[src/hw/stsc_pkg.sv]
`default_nettype none
package stsc_pkg;

  // ----------------------------------------
  // clock and timing
  // ----------------------------------------
  localparam int unsigned CLK_HZ = 25_000_000;
  localparam int unsigned BLINK_MS = 250;
  localparam int unsigned BLINK_CYCLES = CLK_HZ / 1000 * BLINK_MS;
  localparam logic [1:0] CAPTURE_EDGES = 2'h2;

  // ----------------------------------------
  // switch bank positions (index 0 is position one)
  // ----------------------------------------
  localparam int SW_W = 10;
  localparam int SW_BAUD3 = 0;
  localparam int SW_BAUD2 = 1;
  localparam int SW_BAUD1 = 2;
  localparam int SW_BAUD0 = 3;
  localparam int SW_DATA8 = 4;
  localparam int SW_PAR_EN = 5;
  localparam int SW_PAR_ODD = 6;
  localparam int SW_STOP2 = 7;
  localparam int SW_SUPER = 9;

  // ----------------------------------------
  // baud rates and bit-period divisors
  // ----------------------------------------
  localparam int unsigned BAUD_1200 = 1200;
  localparam int unsigned BAUD_2400 = 2400;
  localparam int unsigned BAUD_4800 = 4800;
  localparam int unsigned BAUD_7200 = 7200;
  localparam int unsigned BAUD_9600 = 9600;
  localparam int unsigned BAUD_14400 = 14400;
  localparam int unsigned BAUD_19200 = 19200;
  localparam int unsigned BAUD_28800 = 28800;
  localparam int unsigned BAUD_38400 = 38400;
  localparam int unsigned BAUD_57600 = 57600;
  localparam int unsigned BAUD_31250 = 31250;
  localparam logic [3:0] BAUD_CODE_MAX = 4'hA;
  localparam logic [15:0] DIV_1200 = 16'(CLK_HZ / BAUD_1200);
  localparam logic [15:0] DIV_31250 = 16'(CLK_HZ / BAUD_31250);

  function automatic logic [15:0] stsc_baud_div(input logic [3:0] code);
    logic [15:0] d;
    d = DIV_1200;
    unique case (code)
      4'h1: d = 16'(CLK_HZ / BAUD_2400);
      4'h2: d = 16'(CLK_HZ / BAUD_4800);
      4'h3: d = 16'(CLK_HZ / BAUD_7200);
      4'h4: d = 16'(CLK_HZ / BAUD_9600);
      4'h5: d = 16'(CLK_HZ / BAUD_14400);
      4'h6: d = 16'(CLK_HZ / BAUD_19200);
      4'h7: d = 16'(CLK_HZ / BAUD_28800);
      4'h8: d = 16'(CLK_HZ / BAUD_38400);
      4'h9: d = 16'(CLK_HZ / BAUD_57600);
      4'hA: d = DIV_31250;
      default: d = DIV_1200;
    endcase
    return d;
  endfunction : stsc_baud_div

  // ----------------------------------------
  // tunnel slots and types
  // ----------------------------------------
  localparam int NUM_SLOTS = 14;
  localparam logic [3:0] SLOT_LAST = 4'hD;
  localparam logic [3:0] SLOT_PAIR_LAST = 4'hC;
  typedef enum logic [1:0] {
    TT_MIDI_IN = 2'h0,
    TT_MIDI_OUT = 2'h1,
    TT_RS232 = 2'h2,
    TT_GPIO = 2'h3
  } stsc_tun_e;

  // ----------------------------------------
  // register indices and fields
  // ----------------------------------------
  localparam logic [3:0] REG_CONFIG = 4'h0;
  localparam logic [3:0] REG_DIV = 4'h1;
  localparam logic [3:0] REG_SLOT_OCC = 4'h2;
  localparam logic [3:0] REG_REQ = 4'h3;
  localparam logic [3:0] REG_STATUS = 4'h4;
  localparam logic [3:0] REG_RELEASE = 4'h5;
  localparam logic [3:0] REG_GPIO_OUT = 4'h6;
  localparam logic [3:0] REG_GPIO_IN = 4'h7;
  localparam logic [3:0] REG_PANEL = 4'h8;
  localparam int CFG_SUPER_BIT = 8;
  localparam int CFG_INVALID_BIT = 9;
  localparam int REQ_SLOT_LSB = 0;
  localparam int REQ_TYPE_LSB = 4;
  localparam int REQ_GO_BIT = 8;
  localparam int STAT_GRANT_BIT = 0;
  localparam int STAT_REFUSE_BIT = 1;
  localparam int STAT_MIDI_BIT = 2;
  localparam int STAT_MSLOT_LSB = 4;
  localparam logic [3:0] GPIO_OUT_RST = 4'h0;
  localparam logic [3:0] PANEL_SLOT_RST = 4'h0;

endpackage : stsc_pkg
`default_nettype wire

[src/hw/stsc_sync.sv]
`timescale 1ns/10ps
`default_nettype none
module stsc_sync #(
  parameter int W = 1
) (
  input wire logic clk_i,
  input wire logic rst_i,
  input wire logic [W-1:0] d_i,
  output logic [W-1:0] q_o
);
  logic [W-1:0] meta_r;
  always_ff @(posedge clk_i or posedge rst_i)
  begin
    if (rst_i)
    begin
      meta_r <= '0;
      q_o <= '0;
    end
    else
    begin
      meta_r <= d_i;
      q_o <= meta_r;
    end
  end
endmodule : stsc_sync
`default_nettype wire

[src/hw/stsc_top.sv]
`timescale 1ns/10ps
`default_nettype none
module stsc_top
  import stsc_pkg::*;
#(
  parameter int unsigned BLINK_CYC = BLINK_CYCLES
) (
  input wire logic clk_i,
  input wire logic rst_i,
  input wire logic [SW_W-1:0] sw_i,
  input wire logic btn_midi_i,
  input wire logic btn_confirm_i,
  input wire logic btn_cancel_i,
  input wire logic factory_i,
  input wire logic [3:0] gpio_in_i,
  input wire logic [3:0] gpio_mode_i,
  input wire logic [7:0] midi_in_byte_i,
  input wire logic midi_in_valid_i,
  input wire logic [7:0] tun_rx_data_i,
  input wire logic tun_rx_valid_i,
  input wire logic [3:0] tun_rx_slot_i,
  input wire logic [3:0] addr_i,
  input wire logic [31:0] wdata_i,
  input wire logic wr_i,
  input wire logic rd_i,
  output logic [31:0] rdata_o,
  output logic [15:0] baud_div_o,
  output logic data8_o,
  output logic parity_en_o,
  output logic parity_odd_o,
  output logic stop2_o,
  output logic super_led_o,
  output logic [NUM_SLOTS-1:0] in_use_led_o,
  output logic bcast_valid_o,
  output logic [3:0] bcast_slot_o,
  output logic [7:0] tun_tx_data_o,
  output logic tun_tx_valid_o,
  output logic [3:0] tun_tx_slot_o,
  output logic [7:0] midi_out_byte_o,
  output logic midi_out_valid_o,
  output logic [3:0] gpio_out_o,
  output logic midi_led_o,
  output logic confirm_led_o
);

  // ----------------------------------------
  // pin synchronisers
  // ----------------------------------------
  logic [SW_W-1:0] sw_s;
  logic [3:0] btn_s;
  logic [7:0] gpio_s;
  stsc_sync #(.W(SW_W)) u_sync_sw (.clk_i(clk_i), .rst_i(rst_i), .d_i(sw_i), .q_o(sw_s));
  stsc_sync #(.W(4)) u_sync_btn (.clk_i(clk_i), .rst_i(rst_i),
    .d_i({factory_i, btn_cancel_i, btn_confirm_i, btn_midi_i}), .q_o(btn_s));
  stsc_sync #(.W(8)) u_sync_gpio (.clk_i(clk_i), .rst_i(rst_i),
    .d_i({gpio_mode_i, gpio_in_i}), .q_o(gpio_s));

  // ----------------------------------------
  // switch decode and role capture
  // ----------------------------------------
  logic [3:0] code;
  logic invalid_r, invalid_nxt, captured_r, captured_nxt;
  logic [3:0] code_r, code_nxt;
  logic [15:0] div_nxt;
  logic d8_nxt, pe_nxt, po_nxt, s2_nxt, role_nxt;
  logic [1:0] cap_cnt_r, cap_cnt_nxt;

  always_comb
  begin
    code = {sw_s[SW_BAUD3], sw_s[SW_BAUD2], sw_s[SW_BAUD1], sw_s[SW_BAUD0]};
    code_nxt = code;
    invalid_nxt = code > BAUD_CODE_MAX;
    div_nxt = stsc_baud_div(invalid_nxt ? 4'h0 : code);
    // positions nine and ten never reach the framing outputs
    d8_nxt = sw_s[SW_DATA8];
    pe_nxt = sw_s[SW_PAR_EN];
    po_nxt = sw_s[SW_PAR_ODD];
    s2_nxt = sw_s[SW_STOP2];
    cap_cnt_nxt = cap_cnt_r;
    captured_nxt = captured_r;
    role_nxt = super_led_o;
    // wait until the synchroniser holds the real strap level
    if (cap_cnt_r != CAPTURE_EDGES)
      cap_cnt_nxt = cap_cnt_r + 2'h1;
    else if (!captured_r)
    begin
      role_nxt = sw_s[SW_SUPER];
      captured_nxt = 1'b1;
    end
  end

  always_ff @(posedge clk_i or posedge rst_i)
  begin
    if (rst_i)
    begin
      code_r <= 4'h0;
      invalid_r <= 1'b0;
      baud_div_o <= DIV_1200;
      data8_o <= 1'b0;
      parity_en_o <= 1'b0;
      parity_odd_o <= 1'b0;
      stop2_o <= 1'b0;
      cap_cnt_r <= 2'h0;
      captured_r <= 1'b0;
      super_led_o <= 1'b0;
    end
    else
    begin
      code_r <= code_nxt;
      invalid_r <= invalid_nxt;
      baud_div_o <= div_nxt;
      data8_o <= d8_nxt;
      parity_en_o <= pe_nxt;
      parity_odd_o <= po_nxt;
      stop2_o <= s2_nxt;
      cap_cnt_r <= cap_cnt_nxt;
      captured_r <= captured_nxt;
      super_led_o <= role_nxt;
    end
  end

  // ----------------------------------------
  // front panel MIDI-in assignment
  // ----------------------------------------
  typedef enum logic [1:0] {PNL_IDLE = 2'b01, PNL_PEND = 2'b10} stsc_pnl_e;
  stsc_pnl_e pnl_r, pnl_nxt;
  logic [2:0] btn_prev_r, btn_rise;
  logic [3:0] pnl_slot_r, pnl_slot_nxt;
  logic [31:0] blink_cnt_r, blink_cnt_nxt;
  logic blink_r, blink_nxt, flash, pnl_commit;

  always_comb
  begin
    btn_rise = btn_s[2:0] & ~btn_prev_r;
    pnl_nxt = pnl_r;
    pnl_commit = 1'b0;
    pnl_slot_nxt = (wr_i && addr_i == REG_PANEL) ? wdata_i[3:0] : pnl_slot_r;
    unique case (pnl_r)
      PNL_IDLE:
        if (btn_rise[0])
          pnl_nxt = PNL_PEND;
      PNL_PEND:
        if (btn_rise[1])
        begin
          pnl_commit = 1'b1;
          pnl_nxt = PNL_IDLE;
        end
        else if (btn_rise[2])
          pnl_nxt = PNL_IDLE;
      default: pnl_nxt = PNL_IDLE;
    endcase
    // long blink period is a parameter so simulation can shorten it
    blink_cnt_nxt = blink_cnt_r + 32'h1;
    blink_nxt = blink_r;
    if (blink_cnt_r >= BLINK_CYC - 1)
    begin
      blink_cnt_nxt = 32'h0;
      blink_nxt = ~blink_r;
    end
    flash = (pnl_nxt == PNL_PEND) && blink_nxt;
  end

  always_ff @(posedge clk_i or posedge rst_i)
  begin
    if (rst_i)
    begin
      pnl_r <= PNL_IDLE;
      btn_prev_r <= 3'h0;
      pnl_slot_r <= PANEL_SLOT_RST;
      blink_cnt_r <= 32'h0;
      blink_r <= 1'b0;
      midi_led_o <= 1'b0;
      confirm_led_o <= 1'b0;
    end
    else
    begin
      pnl_r <= pnl_nxt;
      btn_prev_r <= btn_s[2:0];
      pnl_slot_r <= pnl_slot_nxt;
      blink_cnt_r <= blink_cnt_nxt;
      blink_r <= blink_nxt;
      midi_led_o <= flash;
      confirm_led_o <= flash;
    end
  end

  // ----------------------------------------
  // tunnel slot allocator
  // ----------------------------------------
  // no audio rate, channel or gain input exists here; transport is independent
  logic req_v, slot_ok, gnt, gnt_in, midi_bound_r, midi_bound_nxt;
  logic [3:0] req_slot, midi_slot_r, midi_slot_nxt;
  stsc_tun_e req_type;
  logic [NUM_SLOTS-1:0] need, clr, occ_nxt, outb_r, outb_nxt;
  logic grant_r, grant_nxt, refuse_r, refuse_nxt, bc_v_nxt;
  logic [3:0] bc_slot_nxt;

  always_comb
  begin
    // a panel commit takes the cycle; a register request beside it is refused
    req_v = pnl_commit | (wr_i && addr_i == REG_REQ && wdata_i[REQ_GO_BIT]);
    req_slot = pnl_commit ? pnl_slot_r : wdata_i[REQ_SLOT_LSB +: 4];
    req_type = pnl_commit ? TT_MIDI_IN : stsc_tun_e'(wdata_i[REQ_TYPE_LSB +: 2]);
    need = NUM_SLOTS'(1) << req_slot;
    if (req_type == TT_RS232)
      need = need | (need << 1);
    slot_ok = (req_type == TT_RS232) ? req_slot <= SLOT_PAIR_LAST : req_slot <= SLOT_LAST;
    gnt = 1'b0;
    unique case (req_type)
      TT_MIDI_OUT: gnt = slot_ok;
      TT_MIDI_IN: gnt = super_led_o && slot_ok && !(|(in_use_led_o & need)) && !midi_bound_r;
      default: gnt = super_led_o && slot_ok && !(|(in_use_led_o & need));
    endcase
    gnt = gnt && req_v;
    gnt_in = gnt && req_type != TT_MIDI_OUT;
    // release first, then grant, so a set in the same cycle wins
    clr = (wr_i && addr_i == REG_RELEASE) ? wdata_i[NUM_SLOTS-1:0] : '0;
    if (btn_s[3])
      clr = '1;
    occ_nxt = in_use_led_o & ~clr;
    outb_nxt = outb_r & ~clr;
    midi_bound_nxt = midi_bound_r && !clr[midi_slot_r];
    midi_slot_nxt = midi_slot_r;
    if (gnt_in)
      occ_nxt = occ_nxt | need;
    if (gnt && req_type == TT_MIDI_OUT)
      outb_nxt = outb_nxt | need;
    if (gnt && req_type == TT_MIDI_IN)
    begin
      midi_bound_nxt = 1'b1;
      midi_slot_nxt = req_slot;
    end
    grant_nxt = req_v ? gnt : grant_r;
    refuse_nxt = req_v ? !gnt : refuse_r;
    if (pnl_commit && wr_i && addr_i == REG_REQ && wdata_i[REQ_GO_BIT])
      refuse_nxt = 1'b1;
    bc_v_nxt = gnt_in;
    bc_slot_nxt = gnt_in ? req_slot : bcast_slot_o;
  end

  always_ff @(posedge clk_i or posedge rst_i)
  begin
    if (rst_i)
    begin
      in_use_led_o <= '0;
      outb_r <= '0;
      midi_bound_r <= 1'b0;
      midi_slot_r <= 4'h0;
      grant_r <= 1'b0;
      refuse_r <= 1'b0;
      bcast_valid_o <= 1'b0;
      bcast_slot_o <= 4'h0;
    end
    else
    begin
      in_use_led_o <= occ_nxt;
      outb_r <= outb_nxt;
      midi_bound_r <= midi_bound_nxt;
      midi_slot_r <= midi_slot_nxt;
      grant_r <= grant_nxt;
      refuse_r <= refuse_nxt;
      bcast_valid_o <= bc_v_nxt;
      bcast_slot_o <= bc_slot_nxt;
    end
  end

  // ----------------------------------------
  // byte paths, GPIO and register reads
  // ----------------------------------------
  logic [3:0] gpio_sense, gpio_in_r, gpio_out_nxt;
  logic [31:0] rdata_nxt;

  always_comb
  begin
    // isolated contact closure pulls the sensed line low
    gpio_sense = gpio_s[3:0] ^ gpio_s[7:4];
    gpio_out_nxt = (wr_i && addr_i == REG_GPIO_OUT) ? wdata_i[3:0] : gpio_out_o;
    rdata_nxt = 32'h0;
    if (rd_i)
    begin
      unique case (addr_i)
        REG_CONFIG: rdata_nxt = {22'h0, invalid_r, super_led_o, stop2_o, parity_odd_o,
                                 parity_en_o, data8_o, code_r};
        REG_DIV: rdata_nxt = {16'h0, baud_div_o};
        REG_SLOT_OCC: rdata_nxt = {18'h0, in_use_led_o};
        REG_STATUS: rdata_nxt = {24'h0, midi_slot_r, 1'b0, midi_bound_r, refuse_r, grant_r};
        REG_GPIO_OUT: rdata_nxt = {28'h0, gpio_out_o};
        REG_GPIO_IN: rdata_nxt = {28'h0, gpio_in_r};
        REG_PANEL: rdata_nxt = {28'h0, pnl_slot_r};
        default: rdata_nxt = 32'h0;
      endcase
    end
  end

  always_ff @(posedge clk_i or posedge rst_i)
  begin
    if (rst_i)
    begin
      tun_tx_data_o <= 8'h0;
      tun_tx_valid_o <= 1'b0;
      tun_tx_slot_o <= 4'h0;
      midi_out_byte_o <= 8'h0;
      midi_out_valid_o <= 1'b0;
      gpio_in_r <= 4'h0;
      gpio_out_o <= GPIO_OUT_RST;
      rdata_o <= 32'h0;
    end
    else
    begin
      tun_tx_data_o <= midi_in_byte_i;
      tun_tx_valid_o <= midi_in_valid_i && midi_bound_r;
      tun_tx_slot_o <= midi_slot_r;
      midi_out_byte_o <= tun_rx_data_i;
      midi_out_valid_o <= tun_rx_valid_i && tun_rx_slot_i <= SLOT_LAST && outb_r[tun_rx_slot_i];
      gpio_in_r <= gpio_sense;
      gpio_out_o <= gpio_out_nxt;
      rdata_o <= rdata_nxt;
    end
  end
endmodule : stsc_top
`default_nettype wire

[config.mk]
export PLATFORM = sky130hd
export DESIGN_NAME = stsc_top
export DESIGN_NICKNAME = d
export VERILOG_FILES = /design/src/hw/stsc_pkg.sv /design/src/hw/stsc_sync.sv /design/src/hw/stsc_top.sv
export SDC_FILE = /design/constraint.sdc
export NUM_CORES = 1
export LEC_CHECK = 0
export BUFFER_PORTS_ARGS = -buffer_cell sky130_fd_sc_hd__buf_2
export CORE_AREA = 10 10 142 144
export DETAILED_ROUTE_END_ITERATION = 8
export DIE_AREA = 0 0 152 154
export PLACE_DENSITY = 0.78
export SLEW_MARGIN = 5
export SYNTH_ARGS = -nofsm -noshare
export SYNTH_HDL_FRONTEND = slang
export SYNTH_SLANG_ARGS = --single-unit
[constraint.sdc]
create_clock -name clk_i -period 6.4 [get_ports clk_i]
set_input_delay 1.28 -clock clk_i [delete_from_list [all_inputs] [get_ports clk_i]]
set_output_delay 1.28 -clock clk_i [all_outputs]
set_load 0.05 [all_outputs]
==> impl_metrics.sql <==
INSERT INTO impl_metrics (metric_group, metric, value, unit) VALUES
('timing', 'worst_pin_slew', '1.13', 'ns'),
('cts', 'cts_setup_buffers', '0', ''),
('placement', 'numPlacedInstances', '1049', ''),
('pwr', 'intPower', '0.00204', 'W'),
('timing', 'final_report_hold_violation_count', '0', ''),
('layout', 'syn2layout_area_growth', '16.9', '%'),
('cts', 'root_buffer', 'clkbuf_16', ''),
('worst_setup_path', 'crit_path_start_kind', 'flip-flop', ''),
('logic_synthesis', 'syn_avg_cell_area', '11.8', 'um2'),
('logic_synthesis', 'synth.cells.most_frequent', 'dfrtp_1, nor2_1, nand2_1', ''),
('timing', 'achievable-frequency', '271', 'MHz'),
('global_route', 'overflow', '0', ''),
('layout', 'nFillCells', '1468', ''),
('cts', 'cts_max_level', '4', ''),
('routing', 'num_vias', '6017', ''),
('logic_synthesis', 'seq_area_frac_synth', '59.7', '%'),
('cts', 'count_of_instances_resized_after_the_clock_tree_is_built', '0', ''),
('logic_synthesis', 'syn-instance-count', '705', ''),
('timing', 'tns', '0', 'ns'),
('pwr', 'power_density', '310', 'mW/mm2'),
('status', 'outcome', 'complete, no violations', ''),
('die', 'die-area', '0.0234', 'mm2'),
('logic_synthesis', 'synth_top_flop_cell', 'dfrtp_1', ''),
('logic_synthesis', 'top_count_cell_post_synth', 'dfrtp_1', ''),
('global_route', 'grt_start_max_net_pins', '199', ''),
('layout', 'multi_input_area', '0.00307', 'mm2'),
('timing', 'setup-violations-final', '0', ''),
('cts', 'cts.path.max_buffers', '2', ''),
('logic_synthesis', 'netlist.top_cell.by_area', 'dfrtp_1', ''),
('die', 'start_util', '48.4', '%'),
('timing', 'grt_setup_unrepaired', 'no', ''),
('pwr', 'swShare', '32.3', '%'),
('die', 'floorplan.rows', '48', ''),
('timing', 'maxSlewViolCount', '0', ''),
('timing', 'clock-skew-final', '0.00916', 'ns'),
('worst_setup_path', 'cp_data_arrival_time', '4.02', 'ns'),
('pwr', 'share_comb_of_total_power', '17.6', '%'),
('die', 'core_box_area', '0.0172', 'mm2'),
('routing', 'detail_route.first_pass.iterations', '6', ''),
('routing', 'mean_number_of_vias_per_cell', '5.56', ''),
('layout', 'final_stage_net_count', '936', ''),
('timing', 'timing.final.crit_share', '57.8', '%'),
('layout', 'instances_no_fill', '1082', ''),
('routing', 'route.final.wire_length', '20.4', 'mm'),
('worst_setup_path', 'timing_worst_setup_path_type', 'reg -> reg', ''),
('cts', 'cts_tree', 'built', ''),
('cts', 'numClockSinks', '198', ''),
('die', 'die_width', '152', 'um'),
('worst_setup_path', 'ff2ff_setup_slack', '2.70', 'ns'),
('placement', 'dp.final_hpwl', '14.7', 'mm'),
('logic_synthesis', 'synth-edff-count', '0', ''),
('logic_synthesis', 'synth_area_leaders', 'dfrtp_1, mux2_2, a21oi_1', ''),
('layout', 'area.sequential', '0.00496', 'mm2'),
('cts', 'cts_made_buffers', '17', ''),
('worst_setup_path', 'worst-endpoint-required', '6.72', 'ns'),
('logic_synthesis', 'synth_largest_type_area_fraction', '57.4', '%'),
('layout', 'final_core_utilization', '56.6', '%'),
('global_route', 'grt_pass1_vias', '6071', ''),
('cts', 'postCtsHoldBufs', '0', ''),
('cts', 'clk_pin_slew_worst_paths', '0.07', 'ns'),
('pwr', 'ir_worst_vdd', '0.225', 'mV'),
('global_route', 'grt.total_usage', '17.1', '%'),
('die', 'die-height', '154', 'um'),
('die', 'ioPinCount', '184', ''),
('pwr', 'power_leakage', '4.56', 'nW'),
('timing', 'max_slew_margin', '24.0', '%'),
('global_route', 'grt_pass1_wl', '32.4', 'mm'),
('logic_synthesis', 'synth-async-reset-ratio', '100', '%'),
('run', 'drv.max_cap_violation_count', '0', ''),
('placement', 'gp_congestion', '0.957', ''),
('routing', 'drcViolationCount', '0', '');
area by class of cell:
cell class	instances	area share [%]
diodes	1	0.0257
clock buffers	19	4.55
clock inverters	13	1.38
inverters	16	0.708
multi-input cells	461	31.5
flip-flops and latches	198	51.0
well taps	225	2.89
repair buffers	149	7.87
registers in the layout, summed over array words and instances (netlist names), 8 cells and up:
signal,count
u_sync_sw.meta_r,9
baud_div_o,15
u_sync_gpio.meta_r,8
tun_tx_data_o,8
midi_out_byte_o,8
u_sync_gpio.q_o,8
blink_cnt_r,32
outb_r,14
in_use_led_o,14
u_sync_sw.q_o,9
rdata_o,15
kinds of logic (layout without fill, tap and decap cells):
family                     after synthesis  after routing  share of synthesized area [%]
AOI/OAI and AO/OA                      151            151                           12.8
xor gates and xnor gates                26             26                           2.74
adders and majority gates               10             10                           1.47
buffers and inverters                   72            197                           4.66
DFF                                    198            198                           59.7
muxes                                   40             40                           6.08
other                                    1             28                         0.0451
and+or+nand+nor                        207            207                           12.6
metrics by stage:
| stage | power [W] | instance area (um2) | setup WS [ns] |
|---|---|---|---|
| after floorplan | 0.00186 | 8420 | 2.57 |
| after global placement | 0.00200 | 9150 | 2.70 |
| after detailed placement | 0.00201 | 9150 | 2.69 |
| after CTS | 0.00304 | 9720 | 2.76 |
| after global routing | 0.00314 | 9720 | 2.49 |
| final | 0.00301 | 9730 | 2.70 |
critical path, stage by stage, from the launching register on:
cell and delay (ns):
dfstp_2 0.56, inv_1 0.05, ha_1 0.24, nand3b_1 0.62
mux2i_1 0.37, a221o_1 0.42, a211oi_1 0.23, and4b_1 0.45
nand2_4 0.12, inv_6 0.16, mux2_2 0.35
cell usage in the layout (no fill, tap or decap), types with 17 or more instances in the layout:
cell type | Yosys | routed
conb_1 | 1 | 27
a32o_1 | 17 | 17
nand2_1 | 48 | 48
a21oi_1 | 42 | 42
nor2_1 | 55 | 55
mux2_2 | 19 | 19
clkbuf_16 | 0 | 17
xor2_1 | 17 | 17
o21ai_0 | 24 | 24
buf_2 | 3 | 146
dfrtp_1 | 191 | 191
worst paths after layout:
path,startpoint,end,cells after the start
max in group asynchronous,rst_i,tun_tx_slot_o[3],3
worst max register to register,pnl_r[0],bcast_slot_o[2],10
worst min register to register,u_sync_gpio.meta_r[6],u_sync_gpio.q_o[6],0
min in group asynchronous,rst_i,u_sync_sw.meta_r[5],3
worst min-delay path,u_sync_gpio.meta_r[6],u_sync_gpio.q_o[6],0
worst max-delay path,pnl_r[0],bcast_slot_o[2],10
power groups by stage:
stage	sequential (W)	clock (W)	combinational (W)
floorplan	0.00158	0	0.000279
global placement	0.00147	0	0.000526
detailed placement	0.00148	0	0.000532
CTS	0.00145	0.00105	0.000533
global route	0.00146	0.00111	0.000571
finish	0.00145	0.00103	0.000529
metal layers:
layer | wire (um) | up-vias | global-route usage (%)
met5 | 17 | - | 0
met2 | 9670 | 262 | 26.8
met4 | 437 | 2 | 5.50
li1 | - | 2763 | -
met3 | 1900 | 36 | 6.39
met1 | 8370 | 2954 | 21.4
Note: power is estimated with default switching activity, not from simulation.
